### src/hbc_pkg.sv
// Summary of operation
// [RULE1] Enable low floats that phase output.
// [RULE2] Enable high, command low drives output low.
// [RULE3] Enable high, command high drives output high.
// [RULE4] Each phase decodes command/enable independently.
// [RULE5] Both flags are active-low open-drain.
// [RULE6] Any shutdown pulls the shutdown flag low.
// [RULE7] Warning flag low above 125 C.
// [RULE8] Decode flag pair into four status cases.
// [RULE9] Fault floats outputs, pulls shutdown flag low.
// [RULE10] Non-latched faults recover by themselves.
// [RULE11] Wait one second before external reset.
// [RULE12] Short floats transistors within 250 ns.
// [RULE13] Low bootstrap inserts high-side recharge gaps.
// [RULE14] Too-high duty may start bootstrap recharge.
// [RULE15] Keep low side on 50 ns each cycle.
// [RULE16] Reduce load current while warning is low.
// [RULE17] Enable rising edge clears a phase fault.
// [RULE18] Latched faults clear by cycling all enables.
// [RULE19] Two overcurrent modes chosen by mode pins.
// [RULE20] Per-cycle limit holds bridge off one cycle.
// [RULE21] Mode pins static, changed only while disabled.
package hbc_pkg;
    // clock
    localparam int HBC_CLK_PERIOD_NS = 4;
    localparam int HBC_CLK_HZ        = 250_000_000;
    // least low-side on time per pwm cycle, rounded up
    localparam int HBC_MIN_LOW_NS     = 50;
    localparam int HBC_MIN_LOW_CYCLES =
        (HBC_MIN_LOW_NS + HBC_CLK_PERIOD_NS - 1) / HBC_CLK_PERIOD_NS;
    // hold-off after a shutdown before an external reset
    localparam int HBC_HOLDOFF_S      = 1;
    localparam int HBC_HOLDOFF_CYCLES = HBC_HOLDOFF_S * HBC_CLK_HZ;
    // time all enables stay low during a reset pulse, rounded up
    localparam int HBC_ENABLE_LOW_NS     = 100;
    localparam int HBC_ENABLE_LOW_CYCLES =
        (HBC_ENABLE_LOW_NS + HBC_CLK_PERIOD_NS - 1) / HBC_CLK_PERIOD_NS;
    // widths
    localparam int HBC_PWM_W   = 16;
    localparam int HBC_HOLD_W  = 28;
    localparam int HBC_LOW_W   = 8;
    localparam int HBC_PHASES  = 3;
    localparam int HBC_MODE_W  = 3;
    // reset values
    localparam logic [HBC_MODE_W-1:0] HBC_MODE_RESET = 3'h0;
    // decoded flag pair
    typedef enum logic [1:0] {
        HBC_FLAG_NORMAL   = 2'h0,  // both flags high
        HBC_FLAG_WARNING  = 2'h1,  // warning only
        HBC_FLAG_SHUTDOWN = 2'h2,  // shutdown only: thermal, overcurrent or gate supply
        HBC_FLAG_BOTH     = 2'h3   // warning plus shutdown
    } hbc_flag_t;
    // controller states, one-hot
    typedef enum logic [3:0] {
        HBC_ST_IDLE      = 4'h1,   // all enables low, mode pins may change
        HBC_ST_RUN       = 4'h2,   // phases enabled, pwm running
        HBC_ST_HOLDOFF   = 4'h4,   // shutdown seen, waiting
        HBC_ST_RESET_LOW = 4'h8    // all enables low for the reset pulse
    } hbc_state_t;
endpackage : hbc_pkg

### src/hbc_phase_pwm.sv
`timescale 1ns/1ps
`default_nettype none
module hbc_phase_pwm
    import hbc_pkg::*;
(
    input  wire logic                 sys_clk,
    input  wire logic                 reset,
    input  wire logic [HBC_PWM_W-1:0] pwmCount,  // shared period counter
    input  wire logic [HBC_PWM_W-1:0] pwmPeriod, // last count of a cycle
    input  wire logic [HBC_PWM_W-1:0] duty,      // requested high cycles
    input  wire logic                 derate,    // halve duty on warning
    output logic                      command    // high: high side on
);
    logic [HBC_PWM_W:0]   lowLimit;     // largest duty that keeps low time
    logic [HBC_PWM_W:0]   effDuty;      // duty after derate and clamp
    logic                 next_command;

    ////////////////////////////////////////////////////////////////////////
    // duty shaping: derate first, then clamp the off time
    always_comb begin
        effDuty = derate ? {2'h0, duty[HBC_PWM_W-1:1]} : {1'h0, duty}; // RULE16
        // cycle length is pwmPeriod+1; reserve the least low time for recharge
        if ({1'h0, pwmPeriod} + 17'h1 > 17'(HBC_MIN_LOW_CYCLES)) begin
            lowLimit = {1'h0, pwmPeriod} + 17'h1 - 17'(HBC_MIN_LOW_CYCLES);
        end else begin
            lowLimit = 17'h0;
        end
        if (effDuty > lowLimit) begin
            effDuty = lowLimit;                                       // RULE15
        end
        next_command = ({1'h0, pwmCount} < effDuty);
    end

    // command is a data output, so it leaves from a flop
    always_ff @(posedge sys_clk) begin
        if (reset) begin
            command <= 1'b0;
        end else begin
            command <= next_command;
        end
    end

    ////////////////////////////////////////////////////////////////////////
    // the last counts of every cycle always command the low side
    a_low_tail_min: assert property (@(posedge sys_clk) disable iff (reset) // RULE15
        ({1'h0, $past(pwmCount)} + 17'(HBC_MIN_LOW_CYCLES) > {1'h0, $past(pwmPeriod)})
        && $past(pwmPeriod) == pwmPeriod && !$past(reset) |-> !command)
        else $error("low side on time below minimum");
endmodule : hbc_phase_pwm
`default_nettype wire

### src/hbc_controller.sv
`timescale 1ns/1ps
`default_nettype none
module hbc_controller
    import hbc_pkg::*;
#(
    parameter int unsigned HOLDOFF_CYCLES = HBC_HOLDOFF_CYCLES // shorten in sim
)(
    input  wire logic                  sys_clk,
    input  wire logic                  reset,
    // user side
    input  wire logic                  runRequest,    // level: run the bridge
    input  wire logic                  clearRequest,  // pulse: clear latched fault
    input  wire logic [HBC_MODE_W-1:0] modeRequest,   // wanted mode pin levels
    input  wire logic [HBC_PWM_W-1:0]  pwmPeriod,     // last count of a cycle
    input  wire logic [HBC_PWM_W-1:0]  dutyA,
    input  wire logic [HBC_PWM_W-1:0]  dutyB,
    input  wire logic [HBC_PWM_W-1:0]  dutyC,
    output hbc_flag_t                  flagStatus,    // decoded flag pair
    output logic                       loadReduced,   // duty halved on warning
    output logic                       holdoffDone,   // reset now permitted
    output logic                       running,       // phases enabled
    // device side
    output logic [HBC_PHASES-1:0]      phaseCommand,  // per-phase command pins
    output logic [HBC_PHASES-1:0]      phaseEnable,   // per-phase enable pins
    output logic                       mode_select_0,
    output logic                       mode_select_1,
    output logic                       mode_select_2,
    input  wire logic                  shutdown_n,        // open-drain flag
    input  wire logic                  thermal_warning_n  // open-drain flag
);
    ////////////////////////////////////////////////////////////////////////
    // flag synchronisers: the pins are asynchronous to sys_clk
    logic [1:0] shutdownSync;      // [0] first stage, read only by [1]
    logic [1:0] warningSync;
    logic       shutdownLow;       // second stage, usable level
    logic       warningLow;

    always_ff @(posedge sys_clk) begin
        if (reset) begin
            shutdownSync <= 2'h3;  // released flags read high
            warningSync  <= 2'h3;
        end else begin
            shutdownSync <= {shutdownSync[0], shutdown_n};
            warningSync  <= {warningSync[0], thermal_warning_n};
        end
    end
    assign shutdownLow = !shutdownSync[1];  // RULE5
    assign warningLow  = !warningSync[1];

    // decoding of the flag pair, used for status and for the derate decision
    function automatic hbc_flag_t decode_flags(input logic sdLow, input logic owLow);
        if (sdLow && owLow) begin
            decode_flags = HBC_FLAG_BOTH;
        end else if (sdLow) begin
            decode_flags = HBC_FLAG_SHUTDOWN;
        end else if (owLow) begin
            decode_flags = HBC_FLAG_WARNING;
        end else begin
            decode_flags = HBC_FLAG_NORMAL;
        end
    endfunction : decode_flags

    ////////////////////////////////////////////////////////////////////////
    // status registers
    hbc_flag_t next_flagStatus;
    logic      next_loadReduced;

    always_comb begin
        next_flagStatus  = decode_flags(shutdownLow, warningLow);       // RULE8
        // warning in either case asks for less current
        next_loadReduced = (next_flagStatus == HBC_FLAG_WARNING)        // RULE16
                        || (next_flagStatus == HBC_FLAG_BOTH);
    end

    always_ff @(posedge sys_clk) begin
        if (reset) begin
            flagStatus  <= HBC_FLAG_NORMAL;
            loadReduced <= 1'b0;
        end else begin
            flagStatus  <= next_flagStatus;
            loadReduced <= next_loadReduced;
        end
    end

    ////////////////////////////////////////////////////////////////////////
    // sequencing state machine
    hbc_state_t                  state, next_state;
    logic [HBC_HOLD_W-1:0]       holdCount, next_holdCount;   // since shutdown
    logic [HBC_LOW_W-1:0]        lowCount, next_lowCount;     // reset pulse
    logic                        clearPending, next_clearPending;
    logic [HBC_MODE_W-1:0]       modePins, next_modePins;
    logic                        holdReached;

    assign holdReached = (32'(holdCount) >= HOLDOFF_CYCLES - 1);

    always_comb begin
        next_state        = state;
        next_holdCount    = holdCount;
        next_lowCount     = lowCount;
        next_modePins     = modePins;
        // a request in the clearing cycle is kept, except in HBC_ST_IDLE: set wins
        next_clearPending = clearPending || clearRequest;
        unique case (state)
            HBC_ST_IDLE: begin
                // mode pins only move while every phase is disabled
                next_clearPending = 1'b0;
                // the pins freeze on the leaving edge, so they never move
                // in the same clock as the enables rise
                if (runRequest) begin
                    next_state = HBC_ST_RUN;
                end else begin
                    next_modePins = modeRequest;                        // RULE21
                end
            end
            HBC_ST_RUN: begin
                next_clearPending = clearRequest;
                if (!runRequest) begin
                    next_state = HBC_ST_IDLE;
                end else if (shutdownLow) begin                          // RULE9
                    next_state     = HBC_ST_HOLDOFF;
                    next_holdCount = '0;
                end
            end
            HBC_ST_HOLDOFF: begin
                if (!holdReached) begin
                    next_holdCount = holdCount + 1'b1;                  // RULE11
                end
                if (!runRequest) begin
                    next_state = HBC_ST_IDLE;
                end else if (!shutdownLow) begin
                    // undervoltage and similar faults release by themselves
                    next_state = HBC_ST_RUN;                            // RULE10
                end else if (holdReached && clearPending) begin
                    next_state        = HBC_ST_RESET_LOW;               // RULE11
                    next_lowCount     = '0;
                    // a request in the consuming cycle is kept: set wins
                    next_clearPending = clearRequest;
                end
            end
            HBC_ST_RESET_LOW: begin
                // all three enables low, then high together if runRequest holds, else left low in HBC_ST_IDLE
                next_lowCount = lowCount + 1'b1;                        // RULE18
                if (32'(lowCount) == HBC_ENABLE_LOW_CYCLES - 1) begin
                    next_state = runRequest ? HBC_ST_RUN : HBC_ST_IDLE; // RULE17
                end
            end
        endcase
    end

    always_ff @(posedge sys_clk) begin
        if (reset) begin
            state        <= HBC_ST_IDLE;
            holdCount    <= '0;
            lowCount     <= '0;
            clearPending <= 1'b0;
            modePins     <= HBC_MODE_RESET;
        end else begin
            state        <= next_state;
            holdCount    <= next_holdCount;
            lowCount     <= next_lowCount;
            clearPending <= next_clearPending;
            modePins     <= next_modePins;
        end
    end

    ////////////////////////////////////////////////////////////////////////
    // enable pins and run status from flops; enables share one value, so a
    // latched fault always sees all three phases cycle together
    logic next_enable;
    logic next_holdoffDone;

    always_comb begin
        next_enable      = (next_state == HBC_ST_RUN) || (next_state == HBC_ST_HOLDOFF);
        next_holdoffDone = (next_state == HBC_ST_HOLDOFF) && holdReached;
    end

    always_ff @(posedge sys_clk) begin
        if (reset) begin
            phaseEnable <= '0;                                          // RULE1
            running     <= 1'b0;
            holdoffDone <= 1'b0;
        end else begin
            phaseEnable <= {HBC_PHASES{next_enable}};                   // RULE18
            running     <= next_enable;
            holdoffDone <= next_holdoffDone;
        end
    end

    assign mode_select_0 = modePins[0];
    assign mode_select_1 = modePins[1];
    assign mode_select_2 = modePins[2];

    ////////////////////////////////////////////////////////////////////////
    // shared period counter; wraps at pwmPeriod
    logic [HBC_PWM_W-1:0] pwmCount, next_pwmCount;

    always_comb begin
        next_pwmCount = (pwmCount >= pwmPeriod) ? '0 : pwmCount + 1'b1;
    end

    always_ff @(posedge sys_clk) begin
        if (reset) begin
            pwmCount <= '0;
        end else begin
            pwmCount <= next_pwmCount;
        end
    end

    // one command generator per phase, each with its own duty
    logic [HBC_PWM_W-1:0] dutyArr [HBC_PHASES];
    assign dutyArr[0] = dutyA;
    assign dutyArr[1] = dutyB;
    assign dutyArr[2] = dutyC;

    for (genvar p = 0; p < HBC_PHASES; p++) begin : g_phase            // RULE4
        hbc_phase_pwm u_pwm (
            .sys_clk   (sys_clk),
            .reset     (reset),
            .pwmCount  (pwmCount),
            .pwmPeriod (pwmPeriod),
            .duty      (dutyArr[p]),
            .derate    (loadReduced),
            .command   (phaseCommand[p])
        );
    end

    ////////////////////////////////////////////////////////////////////////
    // checks
    a_mode_static: assert property (@(posedge sys_clk) disable iff (reset) // RULE21
        $changed(modePins) |-> $past(phaseEnable) == '0 && phaseEnable == '0)
        else $error("mode pins changed while a phase was enabled");
    a_enables_aligned: assert property (@(posedge sys_clk) disable iff (reset) // RULE18
        phaseEnable == '0 || phaseEnable == {HBC_PHASES{1'b1}})
        else $error("phase enables differ");
    a_flag_decode: assert property (@(posedge sys_clk) disable iff (reset) // RULE8
        shutdownLow && !warningLow |=> flagStatus == HBC_FLAG_SHUTDOWN)
        else $error("shutdown only case decoded wrong");
    a_warn_derate: assert property (@(posedge sys_clk) disable iff (reset) // RULE16
        warningLow |=> loadReduced)
        else $error("load not reduced under warning");
    a_holdoff_min: assert property (@(posedge sys_clk) disable iff (reset) // RULE11
        state == HBC_ST_HOLDOFF && next_state == HBC_ST_RESET_LOW
        |-> 32'(holdCount) >= HOLDOFF_CYCLES - 1)
        else $error("reset before hold-off elapsed");
    a_reset_pulse_low: assert property (@(posedge sys_clk) disable iff (reset) // RULE18
        $rose(state == HBC_ST_RESET_LOW) |=> (phaseEnable == '0) [*8])
        else $error("enables not held low in reset pulse");
    a_fault_entry: assert property (@(posedge sys_clk) disable iff (reset) // RULE9
        state == HBC_ST_RUN && runRequest && shutdownLow |=> state == HBC_ST_HOLDOFF)
        else $error("shutdown not followed by hold-off");
    a_auto_resume: assert property (@(posedge sys_clk) disable iff (reset) // RULE10
        state == HBC_ST_HOLDOFF && runRequest && !shutdownLow
        |=> state == HBC_ST_RUN && phaseEnable == {HBC_PHASES{1'b1}})
        else $error("no resume after self-clearing fault");

    c_reset_pulse: cover property (@(posedge sys_clk) $rose(state == HBC_ST_RESET_LOW));
    c_auto_resume: cover property (@(posedge sys_clk)
        state == HBC_ST_HOLDOFF ##1 state == HBC_ST_RUN);
    c_derated_run: cover property (@(posedge sys_clk) running && loadReduced);
endmodule : hbc_controller
`default_nettype wire

### config.mk
export PLATFORM = sky130hd
export DESIGN_NAME = hbc_controller
export DESIGN_NICKNAME = d
export VERILOG_FILES = /design/src/hbc_pkg.sv /design/src/hbc_phase_pwm.sv /design/src/hbc_controller.sv
export SDC_FILE = /design/constraint.sdc
export NUM_CORES = 1
export LEC_CHECK = 0
export BUFFER_PORTS_ARGS = -buffer_cell sky130_fd_sc_hd__buf_2
export CORE_UTILIZATION = 45
export CTS_CLUSTER_SIZE = 8
export DETAILED_ROUTE_END_ITERATION = 10
export PLACE_DENSITY = 0.66
export SLEW_MARGIN = 30
export SYNTH_ARGS = -nofsm -noshare
export SYNTH_HDL_FRONTEND = slang
export SYNTH_SLANG_ARGS = --single-unit
### constraint.sdc
create_clock -name sys_clk -period 6.5 [get_ports sys_clk]
set_clock_uncertainty 0.2 [all_clocks]
set_input_delay 0.975 -clock sys_clk [delete_from_list [all_inputs] [get_ports sys_clk]]
set_output_delay 0.975 -clock sys_clk [all_outputs]
set_load 0.005 [all_outputs]
==> metrics.md, run 1 <==
| Metric | Value |
|---|---|
| Util after Layout | 56.2% |
| Worst VDD drop | 204 uV |
| Synth top cells by count | 115 x ha_1, 93 x nor2_1, 71 x dfxtp_1 |
| Status | completed |
| Max incr delay on CP | 440 ps |
| CP Capture Type | flip-flop |
| Setup_tns | 0 ps |
| Vias per cell | 5.61 |
| CTS Sinks | just over 70 |
| WL per Instance | ~16 um |
| Power Dens Cells | between 150 and 200 nW/um2 |
| Antenna diodes | 0 |
| Syn Inst Count | 978 |
| Worst R2R Path Depth | 19 |
| Worst-skew pair later-pin latency | about 340 ps |
| Core Box Area | 17300 um2 |
| Fin nets | 1328 |
| Root Driver | clkbuf_16 |
| Leak Pwr | between 4 and 5 nW |
| Post-route cell area | 9720 um2 |
| TritonCTS Buffers | 9 |
| Slew HR | 41.9% |
| Via count | 7684 |
| Pins over their slew limit | 0 |
| # fillers | 1649 |
| I/O pin count | 87 |
| Drt pass-1 iters | 7 |
| Warnings, synthesis | 0 |
| CTS HTree Levels | 3 |
| CP delay by family, top | compound AO/OA/AOI/OAI gates |
| WHS Path Cells | 1 |
| Initial Util | 46.1% |
| Min Hold Slack | 176 ps |
| Slew of the pin with the lowest slew margin | 869 ps |
| Antenna-violating nets left | 0 |
| Hold_sp | warningSync[1]$_SDFF_PP1_ |
| Synth cell types | 86 |
| RD Place Congestion | 0.921 |
| Initial DRC count | 372 |
| Fin crit share | between 90% and 100% |
| Hold endpoint | loadReduced$_SDFF_PP0_ |
| Final wirelength | 22000 um |
| Worst path slowest cell | or4_4 |
| DR DRC count | 0 |
| Crit path arrival time | 6300 ps |
| Chip width | 135 um |
| Worst-path clk slew | 60 ps |
| Seq/Total Area, Yosys | 17.8% |
| # rows | 48 |
| Yosys reg bits | slightly above 70 |
| Buf/Inv on CP | 5 |
| Place WS | -501 ps |
| Peak fanout along the critical path | 6 |
| # port buffers | 86 |
| P&R area growth vs syn | 21.8% |
| Fin crit period | about 6300 ps |
| Most common flop cell mapped by yosys | dfxtp_1 |
| CTS tree | done |
| Die area | about 18000 um2 |
| CP required | 6540 ps |
| Async SR Flop Fraction | 0% |
| Initial antenna violation count | 0 |
| Endpoint of the lowest-slack register-to-register path | g_phase[1].u_pwm.command$_SDFF_PP0_ |
| Number of global-route vias before repair | 7246 |
| Fmax | 160 MHz |
| Synth area leader | ha_1 |
| DP Wirelength | 18000 um |
| Clock tree buffer depth | 2 |
| Crit path launch type | input port |
| # hold bufs at CTS | 0 |
| First-pass GRT wire length | 35100 um |
| Total power | 1.47 mW |
| Syn nets | 1166 |
| Final worst slack | 238 ps |
| Placed instance count | 1353 |
| Die H | between 100 and 150 um |
| Synth area leaders | ha_1 18%, dfxtp_1 18%, mux2_2 5.9%, mux2i_1 5.0%, nor2_1 4.4% |
| Crit Path Category | in2reg |
| Non-Filler Instances | around 1400 |
| Max_cap viols | 0 |
| Mapped cell area | 7980 um2 |
| Gr ovfl total | 0 |
| Worst hold path class | reg2reg |
| Synth top area share | 18.0% |
| Fin. Hold Viols | 0 |
| DP Area | 9270 um2 |
| Mapped Avg Cell Area | 8.16 um2 |
| Share of cells above drive strength 1 | 26.4% |
| Setup violations, final | 0 |
| Reg-to-Reg Start | loadReduced$_SDFF_PP0_ |
| R2R Setup Slk | between 1000 and 1500 ps |
| Post-synth EDFFs | 0 |
| Most common cell in the netlist | ha_1 |
| Largest net degree at the start of global routing | 35 |
| Total GRT Usage | 24.3% |
-- repair_timing --
| action | 4_1_cts | 5_1_grt |
|---|---|---|
| pin swaps | 0 | 6 |
| endpoints found under the setup margin | 2 | 3 |
| hold endpoints to repair | 0 | 0 |
| setup buffers | 0 | 1 |
| gates resized for setup | 4 | 24 |
-- state kept, by name, indices dropped and copies added, names as in the netlist, 2 cells and up --
| name | flops |
|---|---|
| holdCount | 28 |
| pwmCount | 16 |
| lowCount | 8 |
| state | 4 |
| g_phase.u_pwm.command | 3 |
| modePins | 3 |
| shutdownSync | 2 |
| warningSync | 2 |
-- metal layers --
metal	vias up	global-route usage [%]	part of all wire, %
li1	3936	-	-
met1	3539	29.6	45
met2	170	43.8	49
met3	39	2.77	3.4
met4	0	8.80	2.5
met5	-	0	0
-- kinds of logic (layout without fill, tap and decap cells) --
| kind of cell | after synthesis | after routing | synth area share [%] |
|---|---|---|---|
| compound gates | 227 | 227 | 19.0 |
| xor+xnor | 61 | 61 | 6.93 |
| fa+ha+maj | 115 | 115 | 18.0 |
| buf+inv | 94 | 261 | 5.61 |
| flops | 71 | 71 | 17.8 |
| mux | 82 | 82 | 10.9 |
| simple gates | 328 | 328 | 21.6 |
-- area by class of cell --
type,instances,area [um2],area share [%]
multi-input combinational,813,6210,63.9
sequential,71,1420,14.6
timing repair buffer,198,1290,13.3
tap,225,282,2.90
clock buffer,10,239,2.46
inverter,47,176,1.82
clock inverter,6,92.6,0.953
-- cell usage in the layout, fill, tap and decap left out, drive strengths merged, types with 11 or more instances in the layout --
cell type / count
buf: 198
ha: 115
nor2: 93
dfxtp: 71
nand2: 70
o21ai: 56
a21oi: 53
inv: 48
mux2: 42
mux2i: 40
xnor2: 39
nand3: 31
nand4: 30
a21o: 29
xor2: 22
nor3: 18
and3: 13
o211ai: 12
a31oi: 11
-- worst max-delay path by stage --
stage | startpoint | end | slack, ps | cells after the start
3_3_place_gp | pwmPeriod[0] | g_phase[1].u_pwm.command$_SDFF_PP0_ | -340 | 30
3_5_place_dp | pwmPeriod[0] | g_phase[1].u_pwm.command$_SDFF_PP0_ | -500 | 30
5_1_grt | pwmPeriod[0] | g_phase[0].u_pwm.command$_SDFF_PP0_ | -40 | 29
4_1_cts | pwmPeriod[0] | g_phase[0].u_pwm.command$_SDFF_PP0_ | 40 | 29
6_report | pwmPeriod[0] | g_phase[1].u_pwm.command$_SDFF_PP0_ | 240 | 29
2_1_floorplan | pwmPeriod[0] | g_phase[1].u_pwm.command$_SDFF_PP0_ | 260 | 31
-- power breakdown --
part	switching (mW)	leakage (nW)	internal, mW
Sequential	0.0125	0.576	0.443
Clock	0.193	0.155	0.348
Combinational	0.246	3.85	0.230
Note: power is estimated with default switching activity, not from simulation.
==> run 2: changes to the inputs <==
--- a/config.mk
+++ b/config.mk
@@ -5,6 +5,7 @@
 export SDC_FILE = /design/constraint.sdc
 export NUM_CORES = 1
 export LEC_CHECK = 0
+export ABC_AREA = 1
 export BUFFER_PORTS_ARGS = -buffer_cell sky130_fd_sc_hd__buf_2
 export CORE_UTILIZATION = 45
 export CTS_CLUSTER_SIZE = 8
==> run 2 against run 1 <==
  * The run now ends with DRC left
  * Highest routed layer unchanged
  * Synthesized area is 5.3% higher
  * Critical endpoint is now g_phase[0].u_pwm.command$_SDFF_PP0_
  * Via count is 10% higher
  * Setup slack better by 370 ps
  * Combinational power is 11% lower
==> metrics.md, run 2 <==
| Metric | Value |
|---|---|
| Status | complete, but fails checks |
| Violated checks | DRC |
| Max incr delay on CP | 290 ps |
| Fmax | 170 MHz |
| Biggest regs | holdCount: 28 flops, pwmCount: 16 flops, lowCount: 8 flops |
| Slew HR | between 40 and 50% |
| Most frequent cells in the layout | 300 x nand2_1, 153 x inv_1, 124 x nor2_1 |
| Share of power burned in registers | 32.9% |
| I/O pin count | 87 |
| Worst-skew pair later-pin latency | ~330 ps |
| Setup violations, final | 0 |
| Mapped cell area | 8400 um2 |
| # fillers | 1847 |
| DP Wirelength | 18600 um |
| Syn nets | around 1500 |
| DR DRC count | 7 |
| Non-Filler Instances | roughly 1600 |
| Initial Util | a little under half |
| Buf/Inv on CP | 5 |
| Synth top area share | 17.1% |
| Pins over their slew limit | 0 |
| Antenna-violating nets left | 0 |
| # port buffers | 86 |
| Peak fanout along the critical path | 15 |
| Met3 usage in global routing | 3.11% |
| Share of cells above drive strength 1 | 18.0% |
| Antenna diodes | 0 |
| M2 GR Usage | 40.9% |
| Total power | 1.38 mW |
| Largest Register | holdCount |
| Total GRT Usage | 24.4% |
| Syn Inst Count | between 1000 and 1500 |
| Crit path launch type | input port |
| Sw Pwr | 0.475 mW |
| Die H | 139 um |
| Reg area | 1420 um2 |
| Most common cell after layout, fill and taps aside | nand2_1 |
| CTS tree | done |
| Worst VDD drop | 134 uV |
| CP Capture Type | flip-flop |
| Drt pass-1 iters | 8 |
| Worst path slowest cell | ha_1 |
| Number of flip-flops in the largest register | 28 |
| Yosys reg bits | between 70 and 80 |
| Gr ovfl total | 0 |
| Via count | 8455 |
| Core Box Area | about 18000 um2 |
| CP required | approximately 6600 ps |
| Chip width | roughly 140 um |
| Clock tree buffer depth | 2 |
| RSZ-0062 raised after global routing | no |
| Initial antenna violation count | 0 |
| CTS HTree Levels | 3 |
| Area taken by multi-input logic gates | 6120 um2 |
| Busiest layer in global routing | met2 |
| # hold bufs at CTS | 0 |
| Post-route cell area | 9250 um2 |
| Met1 Usage GRT | 33.5% |
| Seq/Total Area, Yosys | 16.9% |
| WL per Instance | 14.4 um |
| P&R area growth vs syn | 10.1% |
| Min Hold Slack | 177 ps |
| Worst hold path class | reg2reg |
| Fin. Hold Viols | 0 |
| Worst-path clk slew | 60 ps |
| Synth area leaders | ha_1 17%, dfxtp_1 17%, nand2_1 13%, inv_1 6.8%, a21oi_1 6.1% |
| Warnings, synthesis | 0 |
| DP Area | 8950 um2 |
| Fin crit period | 5890 ps |
| First-pass GRT wire length | 38100 um |
| Max_cap viols | 0 |
| CTS Sinks | 71 |
| Leak Pwr | roughly 4.4 nW |
| Synth cell types | 53 |
| Power Dens Cells | between 100 and 150 nW/um2 |
| Util after Layout | ~50% |
| Internal | 0.907 mW |
| Most common cell in the netlist | nand2_1 |
| RD Place Congestion | 0.935 |
| TritonCTS Buffers | 9 |
| Clock share of power | 36.6% |
| Number of global-route vias before repair | 7689 |
| # rows | 49 |
| Logic pwr share | 30.5% |
| Mapped Avg Cell Area | 6.50 um2 |
| Synth top cells by count | 300 x nand2_1, 153 x inv_1, 124 x nor2_1 |
| Root Driver | clkbuf_16 |
| Setup_tns | 0 ps |
| Fin nets | about 1600 |
| Async SR Flop Fraction | 0% |
| Synth area leader | ha_1 |
| Final worst slack | 610 ps |
| Placed instance count | 1582 |
| Crit path arrival time | 5960 ps |
| Slew of the pin with the lowest slew margin | around 900 ps |
| Most common flop cell mapped by yosys | dfxtp_1 |
| Crit Path Category | in2reg |
| CP delay by family, top | simple AND/OR/NAND/NOR gates |
| Largest net degree at the start of global routing | 61 |
| Initial DRC count | between 500 and 600 |
| Most used cell, CP | nand2_1 |
| R2R Setup Slk | 1620 ps |
| Place WS | 290 ps |
| Switching Share | 34.4% |
| Die area | 19200 um2 |
| Fin crit share | 90.6% |
| Vias per cell | ~5.3 |
| Final wirelength | 23000 um |
| Post-synth EDFFs | 0 |
run 2: cell types whose count changed after synthesis, sizes merged, moves of 12 or more:
| cell | before | now |
|---|---|---|
| nand3 | 31 | 69 |
| mux2i | 40 | 0 |
| mux2 | 42 | 1 |
| nor3 | 18 | 36 |
| o21ai | 56 | 107 |
| nor2 | 93 | 139 |
| a21oi | 53 | 103 |
| inv | 47 | 164 |
| or2 | 5 | 17 |
| xnor2 | 39 | 5 |
| a21o | 29 | 3 |
| nand2 | 70 | 328 |
run 2: per-layer routing:
metal  vias to the layer above  share of wire (%)
met3                        28                4.9
met1                      3727                 49
li1                       4457                  -
met2                       243                 45
met5                         -                  0
met4                         0                1.4
run 2: final timing paths:
check	startpoint	endpoint	cells past startpoint
setup reg to reg	loadReduced$_SDFF_PP0_	g_phase[0].u_pwm.command$_SDFF_PP0_	25
setup / recovery	pwmPeriod[0]	g_phase[0].u_pwm.command$_SDFF_PP0_	41
hold / removal	warningSync[1]$_SDFF_PP1_	loadReduced$_SDFF_PP0_	1
hold reg to reg	warningSync[1]$_SDFF_PP1_	loadReduced$_SDFF_PP0_	1
run 2: layout make-up:
| type | instances | area share, % |
|---|---|---|
| clock buffers | 10 | 2.58 |
| clock inverters | 5 | 0.622 |
| inverters | 165 | 6.71 |
| multi-input cells | 1021 | 66.1 |
| flip-flops and latches | 71 | 15.4 |
| well taps | 229 | 3.10 |
| repair buffers | 96 | 5.46 |
run 2: power groups by stage:
stage	Clock, mW	Sequential [mW]	Combinational (mW)
finish	0.505	0.455	0.422
global route	0.532	0.456	0.481
CTS	0.511	0.455	0.420
detailed placement	0	0.464	0.418
global placement	0	0.464	0.410
floorplan	0	0.459	0.321
run 2: repair_timing:
| action | CTS | global route |
|---|---|---|
| setup buffers | 0 | 0 |
| hold endpoints to repair | 0 | 0 |
| endpoints found under the setup margin | 0 | 1 |
| resized for setup | 0 | 1 |
run 2: cell families (layout without fill, tap and decap cells):
| logic type | after synthesis | after routing | synth area share [%] |
|---|---|---|---|
| DFF | 71 | 71 | 16.9 |
| xor gates and xnor gates | 16 | 16 | 1.67 |
| and+or+nand+nor | 648 | 648 | 36.6 |
| buffers and inverters | 201 | 276 | 10.3 |
| muxes | 1 | 1 | 0.134 |
| adders and majority gates | 115 | 115 | 17.1 |
| AOI/OAI and AO/OA | 241 | 241 | 17.3 |
run 2: worst register-to-register path: cells and delay by family (launching register included):
| kind | cells | cell delay (ps) |
|---|---|---|
| AO/OA/AOI/OAI | 9 | 1440 |
| AND/OR/NAND/NOR | 11 | 1070 |
| flip-flops | 1 | 910 |
| buffers and inverters | 3 | 750 |
| adder cells (fa/ha/maj) | 2 | 440 |
